--- src/lcm_pkg.sv ---
// shared constants for the loader configuration misc registers
package lcm_pkg;
  // configuration dword addresses (byte offsets)
  localparam logic [7:0]  MISC_CTRL_OFS   = 8'h50;
  localparam logic [7:0]  SUB_ALIAS_OFS   = 8'hF8;
  localparam logic [7:0]  SUB_MAKER_OFS   = 8'h2C;
  localparam logic [7:0]  CMD_STAT_OFS    = 8'h04;
  // field positions
  localparam int          REV_SEL_BIT     = 0;
  localparam int          INT_MASK_BIT    = 10;
  localparam int          INT_PEND_BIT    = 19;
  localparam int          SUB_IDENT_LSB   = 16;
  // reset values
  localparam logic [7:0]  MISC_CTRL_RST   = 8'h00;
  localparam logic [31:0] SUB_ALIAS_RST   = 32'h0000_0000;
endpackage : lcm_pkg

--- src/lcm_byte_reg.sv ---
// one byte-lane register with byte-enable write
`timescale 1ns/1ps
module lcm_byte_reg #(
  parameter int               WIDTH       = 8,
  parameter logic [WIDTH-1:0] RESET_VALUE = '0
) (
  // clock and reset
  input  wire logic             i_clock,
  input  wire logic             i_rst_n,
  // write port
  input  wire logic             i_we,
  input  wire logic [WIDTH-1:0] i_wdata,
  // stored value
  output logic      [WIDTH-1:0] o_q
);
  typedef struct packed {
    logic [WIDTH-1:0] q;
  } lcm_byte_s;

  lcm_byte_s state_r;
  lcm_byte_s state_nxt;

  always_comb begin
    state_nxt = state_r;
    if (i_we) begin
      state_nxt.q = i_wdata;
    end
  end

  always_ff @(posedge i_clock) begin
    if (!i_rst_n) begin
      state_r.q <= RESET_VALUE;
    end else begin
      state_r <= state_nxt;
    end
  end

  assign o_q = state_r.q;
endmodule : lcm_byte_reg

--- src/lcm_regs.sv ---
// misc control and subsystem alias configuration registers
`timescale 1ns/1ps
module lcm_regs (
  // clock and reset
  input  wire logic        i_clock,
  input  wire logic        i_rst_n,
  // configuration access, one dword per cycle
  input  wire logic        i_cfg_wr,
  input  wire logic        i_cfg_rd,
  input  wire logic [7:0]  i_cfg_addr,
  input  wire logic [3:0]  i_cfg_be,
  input  wire logic [31:0] i_cfg_wdata,
  output logic      [31:0] o_cfg_rdata,
  output logic             o_cfg_hit,
  // interrupt state from the function core
  input  wire logic        i_int_mask_wr,
  input  wire logic        i_int_raw,
  // derived status
  output logic             o_bus_revision_select,
  output logic             o_int_mask,
  output logic             o_int_pending,
  output logic             o_int_req,
  output logic      [15:0] o_sub_ident,
  output logic      [15:0] o_sub_maker_ident
);
  typedef struct packed {
    logic        rev_sel;
    logic        int_mask;
    logic [31:0] rdata;
    logic        hit;
  } lcm_regs_s;

  lcm_regs_s state_r;
  lcm_regs_s state_nxt;

  logic [31:0] alias_q;
  logic        hit_misc;
  logic        hit_alias;
  logic        hit_maker;
  logic        hit_cmd;
  logic [31:0] alias_view;
  logic [31:0] cmd_view;

  // address decode of the dwords answered here
  always_comb begin
    hit_misc  = 1'b0;
    hit_alias = 1'b0;
    hit_maker = 1'b0;
    hit_cmd   = 1'b0;
    case (i_cfg_addr)
      lcm_pkg::MISC_CTRL_OFS: begin
        hit_misc = 1'b1;
      end
      lcm_pkg::SUB_ALIAS_OFS: begin
        hit_alias = 1'b1;
      end
      lcm_pkg::SUB_MAKER_OFS: begin
        hit_maker = 1'b1;
      end
      lcm_pkg::CMD_STAT_OFS: begin
        hit_cmd = 1'b1;
      end
      default: begin
      end
    endcase
  end

  // four byte lanes shared by alias window and 2Ch/2Eh view
  genvar g;
  generate
    for (g = 0; g < 4; g++) begin : g_lane
      lcm_byte_reg #(
        .WIDTH       (8),
        .RESET_VALUE (lcm_pkg::SUB_ALIAS_RST[8*g +: 8])
      ) u_lane (
        .i_clock (i_clock),
        .i_rst_n (i_rst_n),
        .i_we    (i_cfg_wr && hit_alias && i_cfg_be[g]),
        .i_wdata (i_cfg_wdata[8*g +: 8]),
        .o_q     (alias_q[8*g +: 8])
      );
    end
  endgenerate

  assign alias_view = alias_q;

  always_comb begin
    cmd_view = 32'h0000_0000;
    cmd_view[lcm_pkg::INT_MASK_BIT] = state_r.rev_sel & state_r.int_mask;
    cmd_view[lcm_pkg::INT_PEND_BIT] = state_r.rev_sel & i_int_raw;
  end

  always_comb begin
    state_nxt = state_r;
    state_nxt.hit = i_cfg_rd && (hit_misc || hit_alias || hit_maker || hit_cmd);
    state_nxt.rdata = 32'h0000_0000;
    if (i_cfg_wr && hit_misc && i_cfg_be[0]) begin
      state_nxt.rev_sel = i_cfg_wdata[lcm_pkg::REV_SEL_BIT];
    end
    if (!state_r.rev_sel) begin
      state_nxt.int_mask = 1'b0;
    end else if (i_int_mask_wr) begin
      state_nxt.int_mask = i_cfg_wdata[lcm_pkg::INT_MASK_BIT];
    end
    // read mux, unmapped dwords answer nothing
    if (i_cfg_rd) begin
      case (i_cfg_addr)
        lcm_pkg::MISC_CTRL_OFS: begin
          state_nxt.rdata = {31'h0000_0000, state_r.rev_sel};
        end
        lcm_pkg::SUB_ALIAS_OFS, lcm_pkg::SUB_MAKER_OFS: begin
          state_nxt.rdata = alias_view;
        end
        lcm_pkg::CMD_STAT_OFS: begin
          state_nxt.rdata = cmd_view;
        end
        default: begin
          state_nxt.rdata = 32'h0000_0000;
        end
      endcase
    end
  end

  always_ff @(posedge i_clock) begin
    if (!i_rst_n) begin
      state_r <= '0;
    end else begin
      state_r <= state_nxt;
    end
  end

  assign o_cfg_rdata           = state_r.rdata;
  assign o_cfg_hit             = state_r.hit;
  assign o_bus_revision_select = state_r.rev_sel;
  assign o_int_mask            = state_r.rev_sel & state_r.int_mask;
  assign o_int_pending         = state_r.rev_sel & i_int_raw;
  assign o_int_req             = i_int_raw & ~(state_r.rev_sel & state_r.int_mask);
  assign o_sub_ident           = alias_q[31:lcm_pkg::SUB_IDENT_LSB];
  assign o_sub_maker_ident     = alias_q[lcm_pkg::SUB_IDENT_LSB-1:0];

  // register behaviour checks
  a_misc_upper_zero: assert property (@(posedge i_clock) disable iff (!i_rst_n)
    $past(i_cfg_rd) && $past(hit_misc) |-> o_cfg_rdata[31:1] == 31'h0)
    else $error("misc control upper bits not zero");

  a_misc_read_bit: assert property (@(posedge i_clock) disable iff (!i_rst_n)
    $past(i_cfg_rd) && $past(hit_misc) |-> o_cfg_rdata[0] == $past(o_bus_revision_select))
    else $error("misc control bit 0 reads wrong");

  a_read_quiet: assert property (@(posedge i_clock) disable iff (!i_rst_n)
    !$past(i_cfg_rd) |-> !o_cfg_hit && o_cfg_rdata == 32'h0000_0000)
    else $error("read answer outside its cycle");

  a_mask_needs_rev: assert property (@(posedge i_clock) disable iff (!i_rst_n)
    !o_bus_revision_select |-> !o_int_mask && !o_int_pending)
    else $error("2.3 bits active in 2.2 mode");

  a_mask_cleared_22: assert property (@(posedge i_clock) disable iff (!i_rst_n)
    !state_r.rev_sel |=> !state_r.int_mask)
    else $error("mask kept in 2.2 mode");

  a_no_suppress_22: assert property (@(posedge i_clock) disable iff (!i_rst_n)
    !o_bus_revision_select |-> o_int_req == i_int_raw)
    else $error("interrupt suppressed in 2.2 mode");

  a_pend_in_23: assert property (@(posedge i_clock) disable iff (!i_rst_n)
    o_bus_revision_select |-> o_int_pending == i_int_raw)
    else $error("pending bit not functional in 2.3 mode");

  a_mask_write_23: assert property (@(posedge i_clock) disable iff (!i_rst_n)
    state_r.rev_sel && i_int_mask_wr
    |=> state_r.int_mask == $past(i_cfg_wdata[lcm_pkg::INT_MASK_BIT]))
    else $error("mask write lost in 2.3 mode");

  a_req_masked_23: assert property (@(posedge i_clock) disable iff (!i_rst_n)
    o_bus_revision_select && o_int_mask |-> !o_int_req)
    else $error("masked interrupt still requested");

  a_cmd_read: assert property (@(posedge i_clock) disable iff (!i_rst_n)
    $past(i_cfg_rd) && $past(hit_cmd)
    |-> o_cfg_rdata[lcm_pkg::INT_MASK_BIT] == $past(o_int_mask)
        && o_cfg_rdata[lcm_pkg::INT_PEND_BIT] == $past(o_int_pending))
    else $error("command status view wrong");

  a_rev_after_rst: assert property (@(posedge i_clock)
    !$past(i_rst_n) |-> !o_bus_revision_select)
    else $error("revision select not clear after reset");

  a_rev_write: assert property (@(posedge i_clock) disable iff (!i_rst_n)
    i_cfg_wr && hit_misc && i_cfg_be[0]
    |=> o_bus_revision_select == $past(i_cfg_wdata[0]))
    else $error("revision select write lost");

  a_rev_hold: assert property (@(posedge i_clock) disable iff (!i_rst_n)
    !(i_cfg_wr && hit_misc && i_cfg_be[0])
    |=> $stable(o_bus_revision_select))
    else $error("revision select changed without write");

  a_ident_alias: assert property (@(posedge i_clock) disable iff (!i_rst_n)
    $past(i_cfg_wr) && $past(hit_alias) && $past(i_cfg_be) == 4'hF
    |-> o_sub_ident == $past(i_cfg_wdata[31:16]))
    else $error("sub ident not updated");

  a_ident_keep_hi: assert property (@(posedge i_clock) disable iff (!i_rst_n)
    i_cfg_wr && hit_alias && !i_cfg_be[3]
    |=> $stable(o_sub_ident[15:8]))
    else $error("disabled sub ident lane changed");

  a_maker_alias: assert property (@(posedge i_clock) disable iff (!i_rst_n)
    $past(i_cfg_wr) && $past(hit_alias) && $past(i_cfg_be) == 4'hF
    |-> o_sub_maker_ident == $past(i_cfg_wdata[15:0]))
    else $error("sub maker ident not updated");

  a_maker_keep_lo: assert property (@(posedge i_clock) disable iff (!i_rst_n)
    i_cfg_wr && hit_alias && !i_cfg_be[0]
    |=> $stable(o_sub_maker_ident[7:0]))
    else $error("disabled sub maker ident lane changed");

  a_alias_hold: assert property (@(posedge i_clock) disable iff (!i_rst_n)
    !(i_cfg_wr && hit_alias)
    |=> $stable(o_sub_ident) && $stable(o_sub_maker_ident))
    else $error("subsystem alias changed without write");

  a_alias_read: assert property (@(posedge i_clock) disable iff (!i_rst_n)
    $past(i_cfg_rd) && ($past(hit_alias) || $past(hit_maker))
    |-> o_cfg_rdata == {$past(o_sub_ident), $past(o_sub_maker_ident)})
    else $error("subsystem alias read wrong");
endmodule : lcm_regs

--- config.mk ---
export PLATFORM = sky130hd
export DESIGN_NAME = lcm_regs
export DESIGN_NICKNAME = d
export VERILOG_FILES = /design/src/lcm_pkg.sv /design/src/lcm_byte_reg.sv /design/src/lcm_regs.sv
export SDC_FILE = /design/constraint.sdc
export NUM_CORES = 1
export LEC_CHECK = 0
export ABC_AREA = 1
export BUFFER_PORTS_ARGS = -buffer_cell sky130_fd_sc_hd__buf_2
export CORE_ASPECT_RATIO = 0.7
export CORE_MARGIN = 2
export CORE_UTILIZATION = 30
export CTS_BUF_LIST = sky130_fd_sc_hd__clkbuf_4 sky130_fd_sc_hd__clkbuf_8
export CTS_CLUSTER_DIAMETER = 200
export DETAILED_ROUTE_END_ITERATION = 7
export GPL_ROUTABILITY_DRIVEN = 0
export PLACE_DENSITY = 0.6
export SETUP_SLACK_MARGIN = 0.05
export SYNTH_ARGS = -nofsm -noshare
export SYNTH_HDL_FRONTEND = slang
export SYNTH_SLANG_ARGS = --single-unit
--- constraint.sdc ---
create_clock -name i_clock -period 1.35 [get_ports i_clock]
set_input_delay 0.2025 -clock i_clock [delete_from_list [all_inputs] [get_ports i_clock]]
set_output_delay 0.2025 -clock i_clock [all_outputs]
set_load 0.01 [all_outputs]
==> impl_metrics.tcl <==
set metrics [dict create \
    dr.pass1.iters 4 \
    grt_overflow 0 \
    grt_use_total_pct 14.4 \
    clk_pin_slew_ns 0.07 \
    place_ws_ns 0.0189 \
    ant_nets 0 \
    drv_cap 0 \
    finalCritPeriodShare_pct 90.5 \
    synth.net_count 434 \
    criticalPathCategory "flip-flop to output pin" \
    post_cts_buffers 0 \
    worstSetupStartpoint "o_bus_revision_select$_SDFFE_PN0P_" \
    h-tree-depth 3 \
    critPathBufInv 2 \
    clk_latency_ns 0.34 \
    diodes 0 \
    yosysUniqueCellTypes 17 \
    netlist_area_mm2 0.00284 \
    fill_cells 991 \
    cp.depth 4 \
    cts_buffer_depth 2 \
    dpl-instance-area_mm2 0.00332 \
    drc_errors 0 \
    viasPerCell 4.00 \
    hold_depth 2 \
    crit_path_end_kind "output pin" \
    via_count 2410 \
    slew_violations 0 \
    rsz0062_at_grt "false" \
    core_region_area_mm2 0.00914 \
    async_flop_share_pct 0 \
    drive_gt1_share_pct 33.2 \
    routed_wl_mm 7.10 \
    seq_area_frac_synth_pct 47.2 \
    arrival_ns 1.02 \
    ctsHoldBuffers 0 \
    cts_root_buf "clkbuf_8" \
    min_period_ns 1.22 \
    critPathLaunchType "flip-flop" \
    drt-initial-drc-count 162 \
    synth_top_area_share_pct 47.2 \
    ys_top_cells_by_count "nand2_1, nor2_1, dfxtp_1, inv_1, buf_4" \
    die_height_um 85.4 \
    hold_violations 0 \
    multi_input_area_um2 980 \
    status "finished, final reports clean" \
    fmax_mhz 819 \
    wl_per_cell_um 11.8 \
    path_cells "nand2_2 > inv_2 > nor2_1 > buf_2" \
    synth_area_per_cell_um2 7.40 \
    syn_inst 384 \
    ys_seq_elements 67 \
    min-delay-start "i_int_mask_wr" \
    grt_pass1_vias 2293 \
    fin_util_pct 38.5 \
    register_area_mm2 0.00135 \
    rr_startpoint "o_bus_revision_select$_SDFFE_PN0P_" \
    synth-main-ff-cell "dfxtp_1" \
    row_count 29 \
    antenna_found_initial 1 \
    fin_area_mm2 0.00352 \
    grt_pass1_wl_mm 11.4 \
    grt_max_degree 19 \
    r2r_cells 4 \
    die_x_um 120 \
    hpwl_mm 5.34 \
    crit_slowest_cell "dfxtp_4" \
    ys_top_cells_by_area "dfxtp_1, nand2_1, nor2_1" \
    tightest_slew_ns 0.280 \
    area_delta_synth_final_pct 23.9 \
    worst_slack_ns 0.128 \
    worstPathMaxFanout 6 \
    yosys.area.top_type "dfxtp_1" \
    skew_ns 0.00813 \
    fin_setup_tns_ns 0 \
    start_util_pct 31.1 \
    io_buffers 118 \
    vdd.ir_drop.worst_v 0.000580 \
    hp-class "input port to flip-flop" \
    critPathTopFamily "flip-flops" \
    die-area_mm2 0.0103 \
    io_pins 119 \
    total_power_mw 3.88 \
    p_leak_nw 1.99 \
    clock-sinks 67 \
    required_ns 1.15 \
    powerDensity_mw_per_mm2 1100 \
    setup_viol 0 \
    nNetsFinal 525 \
    cts_buffers 9 \
    synth-edff-count 0 \
    yosysWarnings 0 \
    cts_tree "done" \
    critical-path-max-stage-delay_ns 0.37 \
    relSlewSlack_pct 81.3 \
]
-- cell usage in the layout (no fill, tap or decap) --
master,Yosys,final
bufinv_16,0,1
dfxtp_4,0,1
clkinv_2,0,1
o211ai_1,1,1
nand4_4,3,3
buf_2,2,118
a21oi_1,5,5
o21ai_0,3,3
nor2_1,86,86
dfxtp_1,67,66
inv_2,5,6
nor3_1,29,29
inv_1,46,45
buf_4,32,8
nand2_1,86,85
nor2_8,2,2
nand2_2,4,5
nand3_2,1,1
clkbuf_4,0,2
clkbuf_8,0,11
-- worst reg2reg max path, delay by kind of cell (launching register included) --
kind	cells	cell delay, ns
AO/OA/AOI/OAI	1	0.04
flip-flops	1	0.38
AND/OR/NAND/NOR	3	0.29
-- cell families after synthesis --
| kind of cell | synth area share, % |
|---|---|
| AND/OR/NAND/NOR | 32.7 |
| buffers and inverters | 18.4 |
| flip-flops | 47.2 |
| AO/OA/AOI/OAI | 1.67 |
-- layer usage --
layer	share of wire [%]	vias to the layer above	GRT usage, %
li1	-	1288	-
met1	50	1016	19.5
met2	39	94	20.1
met3	9.7	10	6.92
met4	1.2	2	4.76
met5	0.18	-	0
-- area by class of cell --
type | count | area share, %
Clock buffer | 13 | 4.72
Timing Repair Buffer | 126 | 18.5
Clock inverter | 2 | 0.994
Inverter | 51 | 5.43
Multi-Input combinational cell | 220 | 27.8
Tap cell | 124 | 4.40
Sequential cell | 67 | 38.2
-- report_power, final --
part | internal (mW) | total [mW] | switching [mW]
combinational | 0.0786 | 0.200 | 0.121
clock | 0.983 | 1.71 | 0.723
sequential | 1.98 | 1.98 | 0.000789
total | 3.04 | 3.88 | 0.845
-- sequential cells by signal, indices dropped and copies added (netlist names) --
| signal | cells |
|---|---|
| g_lane.u_lane.o_q | 32 |
| o_bus_revision_select | 1 |
| o_cfg_hit | 1 |
| o_cfg_rdata | 32 |
| state_r | 1 |
-- final timing paths --
check | slack (ns) | to
worst max-delay path | 0.13 | o_int_req
worst min-delay path | 0.05 | state_r[33]$_SDFFE_PN0P_
worst max register to register | 0.58 | o_cfg_rdata[19]$_SDFF_PN0_
worst min register to register | 0.46 | o_cfg_rdata[7]$_SDFF_PN0_
-- repair_timing --
| item | CTS | global route |
|---|---|---|
| pin swaps | 0 | 2 |
| endpoints found under the hold margin | 0 | 0 |
| gates cloned | 0 | 0 |
| resized for setup | 1 | 3 |
| endpoints found under the setup margin | 2 | 1 |
-- per-stage QoR --
stage          hold slack [ns]  std cells
6_report                0.0530        603
5_1_grt                 0.0418        603
4_1_cts                 0.0341        603
3_5_place_dp             0.411        588
3_3_place_gp             0.406        588
2_1_floorplan            0.297        384
No activity file was read; power rests on OpenSTA's default activity.
